`src/hdl/ilc_defs.svh`:
```
// Register offsets, reset values and line masks of the I/O line control bank
`ifndef ILC_DEFS_SVH
`define ILC_DEFS_SVH

// Register byte offsets
`define ILC_OFF_OWNER_SET 8'h00
`define ILC_OFF_OWNER_CLR 8'h04
`define ILC_OFF_OWNER_STS 8'h08
`define ILC_OFF_OE_SET 8'h10
`define ILC_OFF_OE_CLR 8'h14
`define ILC_OFF_OE_STS 8'h18
`define ILC_OFF_FILT_SET 8'h20
`define ILC_OFF_FILT_CLR 8'h24
`define ILC_OFF_FILT_STS 8'h28
`define ILC_OFF_DATA_SET 8'h30
`define ILC_OFF_DATA_CLR 8'h34
`define ILC_OFF_DATA_STS 8'h38
`define ILC_OFF_PIN_STS 8'h3C
`define ILC_OFF_IRQ_SET 8'h40
`define ILC_OFF_IRQ_CLR 8'h44
`define ILC_OFF_IRQ_MASK 8'h48
`define ILC_OFF_IRQ_STS 8'h4C
`define ILC_OFF_PERMIT_SET 8'hA0
`define ILC_OFF_PERMIT_CLR 8'hA4
`define ILC_OFF_PERMIT_STS 8'hA8

// Reset values and masks
`define ILC_WORD_ZERO 32'h0000_0000
`define ILC_WORD_ONES 32'hFFFF_FFFF
`define ILC_OWNER_RESET 32'hFFFF_FFFF
`define ILC_LINE_MASK 32'hFFFF_FFFF

`endif

```
`src/hdl/ilc_pkg.sv`:
```
// Types shared by the I/O line control bank files
package ilc_pkg;
    typedef logic [31:0] ilc_word_t;
    typedef logic [7:0] ilc_addr_t;
endpackage

```
`src/hdl/ilc_line_sync.sv`:
```
// One I/O line input path: three-flop synchroniser and optional glitch filter
`timescale 1ns/1ps
module ilc_line_sync (
    // Clock and reset
    input wire logic sys_clk_in,
    input wire logic rst_in,
    // Line input and control
    input wire logic raw_in,
    input wire logic filter_en_in,
    // Cleaned level and change pulse
    output logic level_out,
    output logic change_out
);

    logic sync1_reg;
    logic sync2_reg;
    logic sync3_reg;
    logic hold_reg;
    logic level_reg;
    logic agree;
    logic take;

    // Stage two and three must agree; the filter also wants a third matching sample
    assign agree = (sync2_reg == sync3_reg);
    assign take = agree && (!filter_en_in || (sync3_reg == hold_reg));

    // Synchroniser chain, first stage read only by the second
    always_ff @(posedge sys_clk_in or posedge rst_in) begin
        if (rst_in) begin
            sync1_reg <= 1'b0;
            sync2_reg <= 1'b0;
            sync3_reg <= 1'b0;
            hold_reg <= 1'b0;
            level_reg <= 1'b0;
            change_out <= 1'b0;
        end else begin
            sync1_reg <= raw_in;
            sync2_reg <= sync1_reg;
            sync3_reg <= sync2_reg;
            hold_reg <= sync3_reg;
            level_reg <= take ? sync3_reg : level_reg;
            change_out <= take && (sync3_reg != level_reg);
        end
    end

    assign level_out = level_reg;

endmodule // ilc_line_sync

```
`src/hdl/ilc_bank.sv`:
```
// I/O line control bank: per-line ownership, drive, filter, data and change interrupt registers
//
// Behaviour
// - ownership status reads 1 when controller owns
// - output-enable set write of 1 enables driver
// - output-enable clear write of 1 disables driver
// - output-enable status reads 1 when driving
// - filter set write of 1 enables filter
// - filter clear write of 1 disables filter
// - filter status reads 1 while filter enabled
// - data set write of 1 makes line 1
// - data clear write of 1 makes line 0
// - data status returns scheduled drive value
// - data status always readable, writable when permitted
// - pin level status returns actual line level
// - irq enable set write of 1 enables
// - irq enable clear write of 1 disables
// - irq mask reads 1 when change irq enabled
// - data status bit writable only when permitted
// - change status sets on change, clears on read
// - ownership set/clear hands line controller/peripheral
// - 32 bits, undefined lines ignored, read zero
//
// Local design decisions: the placing of the registers and the plain strobed port.
`timescale 1ns/1ps
`include "ilc_defs.svh"
module ilc_bank #(
    parameter logic [31:0] LINE_MASK = `ILC_LINE_MASK,
    parameter logic [31:0] OWNER_RESET = `ILC_OWNER_RESET
) (
    // Clock and reset
    input wire logic sys_clk_in,
    input wire logic rst_in,
    // Register port
    input wire ilc_pkg::ilc_addr_t reg_addr_in,
    input wire ilc_pkg::ilc_word_t reg_wdata_in,
    input wire logic reg_wr_in,
    input wire logic reg_rd_in,
    output ilc_pkg::ilc_word_t reg_rdata_out,
    // Package pins
    input wire ilc_pkg::ilc_word_t pin_level_in,
    output ilc_pkg::ilc_word_t pin_data_out,
    output ilc_pkg::ilc_word_t pin_oe_n_out,
    // Multiplexed peripherals
    input wire ilc_pkg::ilc_word_t periph_data_in,
    input wire ilc_pkg::ilc_word_t periph_oe_in,
    output ilc_pkg::ilc_word_t periph_level_out,
    // Interrupt
    output logic irq_out
);
    import ilc_pkg::*;

    ////////////////////////////////////////////////////////////////////////////////
    // Address decode

    // Exact match of a register offset, shared by write and read decode
    function automatic logic ilc_hit(input ilc_addr_t addr, input ilc_addr_t off);
        ilc_hit = (addr == off);
    endfunction

    // Write strobes, one per writable register offset, and the change status read strobe
    ilc_word_t wr_bits;
    logic wr_owner_set;
    logic wr_owner_clr;
    logic wr_oe_set;
    logic wr_oe_clr;
    logic wr_filt_set;
    logic wr_filt_clr;
    logic wr_data_set;
    logic wr_data_clr;
    logic wr_data_dir;
    logic wr_irq_set;
    logic wr_irq_clr;
    logic wr_permit_set;
    logic wr_permit_clr;
    logic rd_irq_sts;

    // Bits for undefined lines are dropped before any state sees them
    assign wr_bits = reg_wdata_in & LINE_MASK;
    assign wr_owner_set = reg_wr_in && ilc_hit(reg_addr_in, `ILC_OFF_OWNER_SET);
    assign wr_owner_clr = reg_wr_in && ilc_hit(reg_addr_in, `ILC_OFF_OWNER_CLR);
    assign wr_oe_set = reg_wr_in && ilc_hit(reg_addr_in, `ILC_OFF_OE_SET);
    assign wr_oe_clr = reg_wr_in && ilc_hit(reg_addr_in, `ILC_OFF_OE_CLR);
    assign wr_filt_set = reg_wr_in && ilc_hit(reg_addr_in, `ILC_OFF_FILT_SET);
    assign wr_filt_clr = reg_wr_in && ilc_hit(reg_addr_in, `ILC_OFF_FILT_CLR);
    assign wr_data_set = reg_wr_in && ilc_hit(reg_addr_in, `ILC_OFF_DATA_SET);
    assign wr_data_clr = reg_wr_in && ilc_hit(reg_addr_in, `ILC_OFF_DATA_CLR);
    assign wr_data_dir = reg_wr_in && ilc_hit(reg_addr_in, `ILC_OFF_DATA_STS);
    assign wr_irq_set = reg_wr_in && ilc_hit(reg_addr_in, `ILC_OFF_IRQ_SET);
    assign wr_irq_clr = reg_wr_in && ilc_hit(reg_addr_in, `ILC_OFF_IRQ_CLR);
    assign wr_permit_set = reg_wr_in && ilc_hit(reg_addr_in, `ILC_OFF_PERMIT_SET);
    assign wr_permit_clr = reg_wr_in && ilc_hit(reg_addr_in, `ILC_OFF_PERMIT_CLR);
    assign rd_irq_sts = reg_rd_in && ilc_hit(reg_addr_in, `ILC_OFF_IRQ_STS);

    ////////////////////////////////////////////////////////////////////////////////
    // Per-line state

    // Per-line state and its next values
    ilc_word_t owner_reg;
    ilc_word_t owner_next;
    ilc_word_t oe_reg;
    ilc_word_t oe_next;
    ilc_word_t filt_reg;
    ilc_word_t filt_next;
    ilc_word_t data_reg;
    ilc_word_t data_next;
    ilc_word_t imr_reg;
    ilc_word_t imr_next;
    ilc_word_t permit_reg;
    ilc_word_t permit_next;
    ilc_word_t isr_reg;
    ilc_word_t isr_next;
    ilc_word_t level;
    ilc_word_t change;

    // Ownership: set hands the line to the controller, clear to the peripheral
    assign owner_next = wr_owner_set ? (owner_reg | wr_bits) :
                        wr_owner_clr ? (owner_reg & ~wr_bits) : owner_reg;
    // Output driver enable
    assign oe_next = wr_oe_set ? (oe_reg | wr_bits) :
                     wr_oe_clr ? (oe_reg & ~wr_bits) : oe_reg;
    // Glitch filter enable
    assign filt_next = wr_filt_set ? (filt_reg | wr_bits) :
                       wr_filt_clr ? (filt_reg & ~wr_bits) : filt_reg;
    // Output data; a direct write only reaches lines whose permit bit is set
    assign data_next = wr_data_set ? (data_reg | wr_bits) :
                       wr_data_clr ? (data_reg & ~wr_bits) :
                       wr_data_dir ? ((data_reg & ~permit_reg) | (wr_bits & permit_reg)) :
                       data_reg;
    // Change interrupt mask
    assign imr_next = wr_irq_set ? (imr_reg | wr_bits) :
                      wr_irq_clr ? (imr_reg & ~wr_bits) : imr_reg;
    // Direct data write permission
    assign permit_next = wr_permit_set ? (permit_reg | wr_bits) :
                         wr_permit_clr ? (permit_reg & ~wr_bits) : permit_reg;
    // Read clears the change flags; a change in the same cycle still wins
    assign isr_next = (rd_irq_sts ? `ILC_WORD_ZERO : isr_reg) | (change & LINE_MASK);

    // Control flip-flops, one update per clock
    always_ff @(posedge sys_clk_in or posedge rst_in) begin
        if (rst_in) begin
            owner_reg <= OWNER_RESET & LINE_MASK;
            oe_reg <= `ILC_WORD_ZERO;
            filt_reg <= `ILC_WORD_ZERO;
            data_reg <= `ILC_WORD_ZERO;
            imr_reg <= `ILC_WORD_ZERO;
            permit_reg <= `ILC_WORD_ZERO;
            isr_reg <= `ILC_WORD_ZERO;
        end else begin
            owner_reg <= owner_next;
            oe_reg <= oe_next;
            filt_reg <= filt_next;
            data_reg <= data_next;
            imr_reg <= imr_next;
            permit_reg <= permit_next;
            isr_reg <= isr_next;
        end
    end

    ////////////////////////////////////////////////////////////////////////////////
    // Input path, one synchroniser and filter per line

    genvar gi;
    generate
        for (gi = 0; gi < 32; gi = gi + 1) begin : g_line
            ilc_line_sync u_sync (
                .sys_clk_in(sys_clk_in),
                .rst_in(rst_in),
                .raw_in(pin_level_in[gi]),
                .filter_en_in(filt_reg[gi]),
                .level_out(level[gi]),
                .change_out(change[gi])
            );
        end
    endgenerate

    // Peripherals see the same cleaned level as software
    assign periph_level_out = level & LINE_MASK;

    ////////////////////////////////////////////////////////////////////////////////
    // Pad drive

    // Drive selection and the pad registers
    ilc_word_t drive_en;
    ilc_word_t drive_data;
    ilc_word_t pin_data_reg;
    ilc_word_t pin_oe_n_reg;

    // Owner selects who drives; peripheral path bypasses the controller enables
    assign drive_en = ((owner_reg & oe_reg) | (~owner_reg & periph_oe_in)) & LINE_MASK;
    assign drive_data = (owner_reg & data_reg) | (~owner_reg & periph_data_in);

    // Registered pads cost one cycle but keep the pins glitch free
    always_ff @(posedge sys_clk_in or posedge rst_in) begin
        if (rst_in) begin
            pin_data_reg <= `ILC_WORD_ZERO;
            pin_oe_n_reg <= `ILC_WORD_ONES;
        end else begin
            pin_data_reg <= drive_data & LINE_MASK;
            pin_oe_n_reg <= ~drive_en;
        end
    end

    assign pin_data_out = pin_data_reg;
    assign pin_oe_n_out = pin_oe_n_reg;

    ////////////////////////////////////////////////////////////////////////////////
    // Read port and interrupt

    // Selected status word and its registered copy
    ilc_word_t rd_sel;
    ilc_word_t rdata_reg;

    // AND-OR read mux; unmapped and write-only offsets read zero
    assign rd_sel = ({32{ilc_hit(reg_addr_in, `ILC_OFF_OWNER_STS)}} & owner_reg) |
                    ({32{ilc_hit(reg_addr_in, `ILC_OFF_OE_STS)}} & oe_reg) |
                    ({32{ilc_hit(reg_addr_in, `ILC_OFF_FILT_STS)}} & filt_reg) |
                    ({32{ilc_hit(reg_addr_in, `ILC_OFF_DATA_STS)}} & data_reg) |
                    ({32{ilc_hit(reg_addr_in, `ILC_OFF_PIN_STS)}} & level) |
                    ({32{ilc_hit(reg_addr_in, `ILC_OFF_IRQ_MASK)}} & imr_reg) |
                    ({32{ilc_hit(reg_addr_in, `ILC_OFF_IRQ_STS)}} & isr_reg) |
                    ({32{ilc_hit(reg_addr_in, `ILC_OFF_PERMIT_STS)}} & permit_reg);

    // Read data valid only in the cycle after the strobe
    always_ff @(posedge sys_clk_in or posedge rst_in) begin
        if (rst_in) begin
            rdata_reg <= `ILC_WORD_ZERO;
        end else begin
            rdata_reg <= reg_rd_in ? (rd_sel & LINE_MASK) : `ILC_WORD_ZERO;
        end
    end

    assign reg_rdata_out = rdata_reg;
    assign irq_out = |(isr_reg & imr_reg);
endmodule // ilc_bank

```
`config.mk`:
```
export PLATFORM = sky130hd
export DESIGN_NAME = ilc_bank
export DESIGN_NICKNAME = d
export VERILOG_FILES = /design/src/hdl/ilc_pkg.sv /design/src/hdl/ilc_line_sync.sv /design/src/hdl/ilc_bank.sv
export VERILOG_INCLUDE_DIRS = /design/src /design/src/hdl
export SDC_FILE = /design/constraint.sdc
export NUM_CORES = 1
export LEC_CHECK = 0
export BUFFER_PORTS_ARGS = -buffer_cell sky130_fd_sc_hd__buf_4
export CORE_MARGIN = 5
export CORE_UTILIZATION = 58
export CTS_CLUSTER_SIZE = 16
export DETAILED_ROUTE_END_ITERATION = 8
export HOLD_SLACK_MARGIN = 0.12
export PLACE_DENSITY = 0.89
export SYNTH_ARGS = -nofsm -noshare
export SYNTH_HDL_FRONTEND = slang
export SYNTH_HIERARCHICAL = 1
export SYNTH_SLANG_ARGS = --single-unit
```
`constraint.sdc`:
```
create_clock -name sys_clk_in -period 14.15 [get_ports sys_clk_in]
set_input_delay 2.83 -clock sys_clk_in [delete_from_list [all_inputs] [get_ports sys_clk_in]]
set_output_delay 2.83 -clock sys_clk_in [all_outputs]
set_load 0.01 [all_outputs]
```
==> key figures, run 1 <==
Outcome
  – Status: finished, final reports clean

STA
  – Final hold violations: 0
  – Final Max Slew Viols: 0
  – Tmin final: around 5200 ps
  – Measured slew at the worst slew-check pin: ~1200 ps
  – Hold slack: around 340 ps
  – Clock skew: about 17 ps
  – Setup violators final: 0
  – RSZ-0062 raised after global routing: no
  – Max_slew headroom: 18.4%
  – FMAX: between 150 and 200 MHz
  – Setup_tns: 0 ps
  – Tcrit/Tclk final: 36.5%

Critical path
  – Critical path's slowest cell: or4_1
  – Crit-path leading delay family: simple AND/OR/NAND/NOR gates
  – Max FO, Critical Path: 3
  – Buf+Inv Stages, Crit Path: 1
  – Kind of critical path: flip-flop to primary output
  – Max stage delay on crit path: 630 ps
  – Crit path DAT: roughly 2300 ps
  – CP required: between 10000 and 15000 ps
  – CP Launch Type: flip-flop
  – Worst setup EP type: primary output
  – Critical Path, Cell by Cell: a22oi_1, nand4_1, or4_1, buf_4
  – R2R Setup Slk: about 12000 ps

Cells and area
  – Most frequent cells in the layout: dfrtp_1, buf_4, nand2_1, a21oi_1, mux2_2
  – Fillers: around 2400
  – Seq. cell area: ~0.013 mm2
  – Area grow syn2layout: 17.9%
  – Non-Filler Instances: between 2000 and 3000
  – Final core utilization: between 60% and 70%
  – Multi-input logic area: ~0.0080 mm2
  – Most common cell after layout, fill and taps aside: dfrtp_1
  – Fraction of layout instances using a drive strength above 1: approximately 28%
  – # nets final: between 2000 and 2500

Synthesis
  – Main synth FF type: dfrtp_1
  – Flops & latches, synth: 512
  – Asr flop ratio synth: 100%
  – Synthesized cell area: ~0.022 mm2
  – Synth warn: 6
  – Distinct cells, synth: 56
  – Syn_nets: a little under 2000
  – Synth Area per Inst: about 12 um2
  – Number of synthesized flops with an enable pin: 0
  – Cells after Synth: between 1500 and 2000
  – Sequential share of the synthesized area: ~60%

Routing
  – DRC: 0
  – Total Wirelength: ~67000 um
  – Drt first pass iters: 6
  – Met1 WL: 25500 um
  – Routed wl met2: approximately 30000 um
  – Metal3 WL: 8570 um
  – Total number of vias: 17300
  – Detail Route Antenna Nets: 0
  – Vias/cell: ~6.8
  – Top routing layer used: met5
  – Avg WL per Cell: 26.3 um
  – Drt initial violations: approximately 2600

Power and ir drop
  – Pwr dens: ~130 mW/mm2
  – Worst VDD drop: between 0.09 and 0.1 mV
  – Leak: about 11 nW

Placed design
  – Final RePlAce weighted congestion: 0.910
  – PortBufs: around 270
  – Dpl cells: about 2400
  – Dpl hpwl: 45100 um

GRT
  – Gr usage total: roughly a third
  – First-pass GRT wire length: ~100000 um
  – Pin count of the biggest net entering global routing: 110
  – Vias in the first global route: 16900
  – Initial antenna violation count: 3
  – Total grt overflow: 0

Floorplanning
  – I/O Pins: around 270
  – Die ar.: 0.0412 mm2
  – Initial core utilization: approximately three fifths
  – Placement row count: 70
  – Die height: just over 200 um
  – Core area: 0.0367 mm2
  – Die width: around 200 um

Clocking
  – Clock latency at the later pin of the worst-skew pair: about 600 ps
  – Clk slew on worst S/H paths: roughly 70 ps
  – H-tree level count: 2
  – Cts hold-fix bufs: 0
  – Post-CTS Setup Inserts: 0
  – Post-CTS sizing: 0
  – TritonCTS clock tree: yes
  – Clock tree buffer depth: 3
  – Clk sinks: 512
  – Num CTS Buffers: 49
  – Clock root buffer: clkbuf_16

Hold path
  – Worst hold path class: flip-flop to flip-flop

Flow run
  – Max_cap viols: 0
-- layer usage --
metal  up-vias  GRT usage (%)
met5         -              0
met4         4           11.8
met3       203           9.39
met2      1287           47.5
met1      8556           44.5
li1       7221              -
-- synth_stat cells (3+ instances only) --
library cell	number	area share, %
clkbuf_1	99	1.7
nor2b_1	40	1.2
nand2_1	189	3.3
dfrtp_1	448	52
a32oi_1	4	0.16
mux2_1	12	0.63
and2_1	5	0.14
a2111oi_0	3	0.12
nand3_1	6	0.14
a221oi_1	64	2.6
o2bb2ai_1	3	0.12
a31oi_1	96	2.8
and3_1	4	0.12
a21o_1	32	1.1
or3_1	3	0.087
a211oi_1	51	1.8
nand2b_1	3	0.087
nand4_1	36	1.0
o31ai_2	32	1.9
nor2_1	43	0.75
o211ai_1	32	1.1
a21oi_1	145	3.4
mux2_2	99	5.2
dfstp_2	64	7.8
a311oi_1	4	0.16
inv_1	34	0.59
a22o_1	50	2.0
nor3_1	9	0.21
a22oi_1	23	0.80
buf_1	3	0.052
mux2i_1	63	2.9
nand3b_1	12	0.42
mux4_2	4	0.42
o21ai_0	54	1.3
buf_2	36	0.83
-- cells by family (layout without fill, tap and decap cells) --
family	after synthesis	in the layout	synth area share, %
and+or+nand+nor	368	368	8.32
other	0	2	0
muxes	178	178	9.12
AOI/OAI and AO/OA	600	600	19.5
DFF	512	512	59.7
buffers and inverters	176	412	3.37
-- path summary, 6_finish.rpt --
kind                                                           endpoint                                 start  cells after the start
min in group asynchronous       g_line[10].u_sync/level_out$_DFFE_PP0P_                                rst_in                      2
worst max-delay path                                            irq_out                 isr_reg[27]$_DFF_PP0_                      4
worst max register to register               reg_rdata_out[6]$_DFF_PP0_                             flip-flop                      4
worst min-delay path               g_line[0].u_sync/sync2_reg$_DFF_PP0_  g_line[0].u_sync/sync1_reg$_DFF_PP0_                      0
worst min register to register     g_line[0].u_sync/sync2_reg$_DFF_PP0_  g_line[0].u_sync/sync1_reg$_DFF_PP0_                      0
max in group asynchronous                     pin_data_out[5]$_DFF_PP0_                                rst_in                      4
-- where the power goes --
| group | total, mW | switching (mW) | internal [mW] | leakage (nW) |
|---|---|---|---|---|
| clock | 1.36 | 0.565 | 0.798 | 0.818 |
| sequential | 1.66 | 0.102 | 1.56 | 6.22 |
| combinational | 0.329 | 0.184 | 0.146 | 3.89 |
-- worst reg2reg max path, cell delays in order (launching register included) --
cell and delay, ps:
dfstp_2 580, mux2i_1 80, o21ai_0 310, nand2_1 170, a211oi_1 500
-- cell type report --
type	instances	share of cell area [%]
well taps	468	2.30
inverters	34	0.530
multi-input cells	1146	31.5
diodes	2	0.0196
clock buffers	77	5.70
clock inverters	14	0.894
flip-flops and latches	512	50.6
repair buffers	287	8.46
-- stage by stage --
step	area, um2	worst slack (ps)	power (mW)
after global routing	25500	8800	3.46
after global placement	23800	8610	1.99
after detailed placement	23800	8510	2.01
after CTS	25500	9000	3.36
after floorplan	21600	2570	1.84
final	25500	8990	3.36
Power figures use the tool's default switching activity.
==> run 2, diff against run 1 <==
==> constraint.sdc (replaced) <==
create_clock -name sys_clk_in -period 5.34 [get_ports sys_clk_in]
set_input_delay 1.068 -clock sys_clk_in [delete_from_list [all_inputs] [get_ports sys_clk_in]]
set_output_delay 1.068 -clock sys_clk_in [all_outputs]
set_load 0.01 [all_outputs]
==> key figures, run 2 (synthesis gave the netlist of run 1 again) <==
Routing
  – Vias/cell: 6.74 (-0.84%)
  – Total Wirelength: 67000 um (+0.42%)
  – Detail Route Antenna Nets: 0 (unchanged)
  – DRC: 0 (unchanged)
  – Avg WL per Cell: 26.3 um (about the same)
  – Total number of vias: 17200 (-0.49%)
  – Drt first pass iters: 6 (unchanged)
  – Drt initial violations: 2138 (-19%)

GRT
  – First-pass GRT wire length: 102000 um (+0.16%)
  – Initial antenna violation count: 3 (unchanged)
  – Pin count of the biggest net entering global routing: 160 (+45%)
  – Gr usage total: 31.9% (+0.16 points)
  – Vias in the first global route: 16800 (-0.86%)
  – Total grt overflow: 0 (unchanged)

Power and ir drop
  – Switching share of power: 25.6% (+0.22 points)
  – Comb pwr share: 9.9% (about the same)
  – Switch Pwr: 2.27 mW (+170%)
  – Worst VDD drop: 0.268 mV (+190%)
  – Pwr dens: 348 mW/mm2 (+160%)
  – Part of the power in the clock network: 40.5% (about the same)
  – Int Pwr: 6.61 mW (+160%)
  – Leak: 11.0 nW (+0.40%)
  – Sequential power share: 49.7% (about the same)

Cells and area
  – Final Cell Area: 0.0255 mm2 (+0.21%)
  – Multi-input logic area: 0.00803 mm2 (unchanged)
  – Fillers: 2491 (+2.6%)
  – Final core utilization: 69.6% (+0.14 points)
  – Area grow syn2layout: 18.2%
  – Most common cell after layout, fill and taps aside: dfrtp_1
  – # nets final: 2177 (+0.32%)
  – Most frequent cells in the layout: dfrtp_1, buf_4, nand2_1, a21oi_1, mux2_2
  – Seq. cell area: 0.0129 mm2 (unchanged)
  – Fraction of layout instances using a drive strength above 1: 28.5% (+0.53 points)

Floorplanning
  – Placement row count: 70 (unchanged)
  – Core area: 0.0367 mm2 (unchanged)
  – Die height: 203 um (unchanged)
  – I/O Pins: 269 (unchanged)
  – Die width: 203 um (unchanged)
  – Initial core utilization: 58.9% (unchanged)
  – Die ar.: 0.0412 mm2 (unchanged)

STA
  – Tcrit/Tclk final: between 60% and 70%
  – Setup violators final: 0 (unchanged)
  – Tmin final: roughly 3600 ps
  – RSZ-0062 raised after global routing: no
  – Setup ws final: 1750 ps (-7230 ps)
  – Measured slew at the worst slew-check pin: 1200 ps (-27.5 ps)
  – Max_slew headroom: 19.1% (+0.71 points)
  – Final hold violations: 0 (unchanged)
  – FMAX: around 280 MHz
  – Clock skew: 28.3 ps (+11.2 ps)
  – Final Max Slew Viols: 0 (unchanged)
  – Setup_tns: 0 ps (unchanged)

Critical path
  – Worst setup EP type: flip-flop
  – CP Launch Type: input pin
  – Crit path DAT: 4100 ps (+1770 ps)
  – CP required: 5850 ps (-5470 ps)
  – Kind of critical path: input pin to flip-flop
  – Max FO, Critical Path: 60 (+57)

Placed design
  – PortBufs: 268 (unchanged)
  – Final RePlAce weighted congestion: 0.951 (+4.6%)
  – Post-DP Area: 0.0238 mm2 (+0.23%)
  – Dpl hpwl: 45700 um (+1.2%)
  – Pre-CTS setup slack: 1160 ps (-7350 ps)

Clocking
  – Cts hold-fix bufs: 0 (unchanged)
  – Clock root buffer: clkbuf_16
  – Clk slew on worst S/H paths: 60 ps (about the same)
  – Clock tree buffer depth: 3 (unchanged)
  – Num CTS Buffers: 50 (+2.0%)
  – H-tree level count: 2 (unchanged)
  – TritonCTS clock tree: yes
  – Clk sinks: 512 (unchanged)
  – Clock latency at the later pin of the worst-skew pair: 590 ps (about the same)
  – Post-CTS sizing: 0 (unchanged)
  – Post-CTS Setup Inserts: 0 (unchanged)

Hold path
  – Worst hold path class: flip-flop to flip-flop

Flow run
  – Max_cap viols: 0 (unchanged)

Outcome
  – Status: finished, final reports clean
run 2: cell types whose count changed in the layout (fill, tap and decap cells not counted), sizes merged:
cell | previous run | this run
clkbuf | 77 | 75
buf | 287 | 293
inv | 35 | 34
bufinv | 5 | 3
clkinvlp | 1 | 2
clkinv | 7 | 12
diode | 2 | 4
run 2: power groups by stage:
stage	Sequential, mW	Clock, mW	Combinational, mW
floorplan	4.40	0	0.470
global route	4.43	3.79	0.945
CTS	4.40	3.62	0.871
global placement	4.44	0	0.825
detailed placement	4.46	0	0.860
finish	4.41	3.59	0.875
run 2: final timing paths:
kind | start | endpoint | slack, ps | depth (start not counted)
worst min-delay path | g_line[26].u_sync/sync1_reg$_DFF_PP0_ | g_line[26].u_sync/sync2_reg$_DFF_PP0_ | 340 | 0
worst max-delay path | reg_addr_in[4] | flip-flop | 1750 | 6
min in group asynchronous | rst_in | g_line[7].u_sync/sync3_reg$_DFF_PP0_ | 610 | 2
worst min register to register | g_line[26].u_sync/sync1_reg$_DFF_PP0_ | g_line[26].u_sync/sync2_reg$_DFF_PP0_ | 340 | 0
worst max register to register | flip-flop | reg_rdata_out[6]$_DFF_PP0_ | 3370 | 4
max in group asynchronous | rst_in | asynchronous set/reset pin | 3290 | 3
run 2: final cells by class:
cell class,instances,area share [%]
Timing Repair Buffer,293,8.66
Antenna cell,4,0.0392
Inverter,34,0.515
Clock buffer,75,5.86
Multi-Input combinational cell,1146,31.4
Clock inverter,17,0.696
Tap cell,468,2.29
Sequential cell,512,50.5
run 2: metrics by stage:
step / total power [mW] / std cells / hold WS [ps]
after global placement: 5.27 / 2453 / 332
final: 8.88 / 2549 / 341
after detailed placement: 5.32 / 2453 / 335
after global routing: 9.17 / 2547 / 347
after floorplan: 4.87 / 1834 / 331
after CTS: 8.89 / 2545 / 346
run 2: per-layer routing:
metal | up-vias | track usage (%) | wire length [um]
met1 | 8609 | 45.3 | 26100
met4 | 0 | 10.9 | 2500
li1 | 7235 | - | -
met2 | 1173 | 47.9 | 30300
met5 | - | 0 | 0
met3 | 169 | 8.98 | 8070
run 2: worst max-delay path, cell delays in order:
cell	delay (ps)
buf_4	640
nor4b_1	1030
nor2b_4	640
buf_4	380
a21oi_1	140
a31oi_1	150
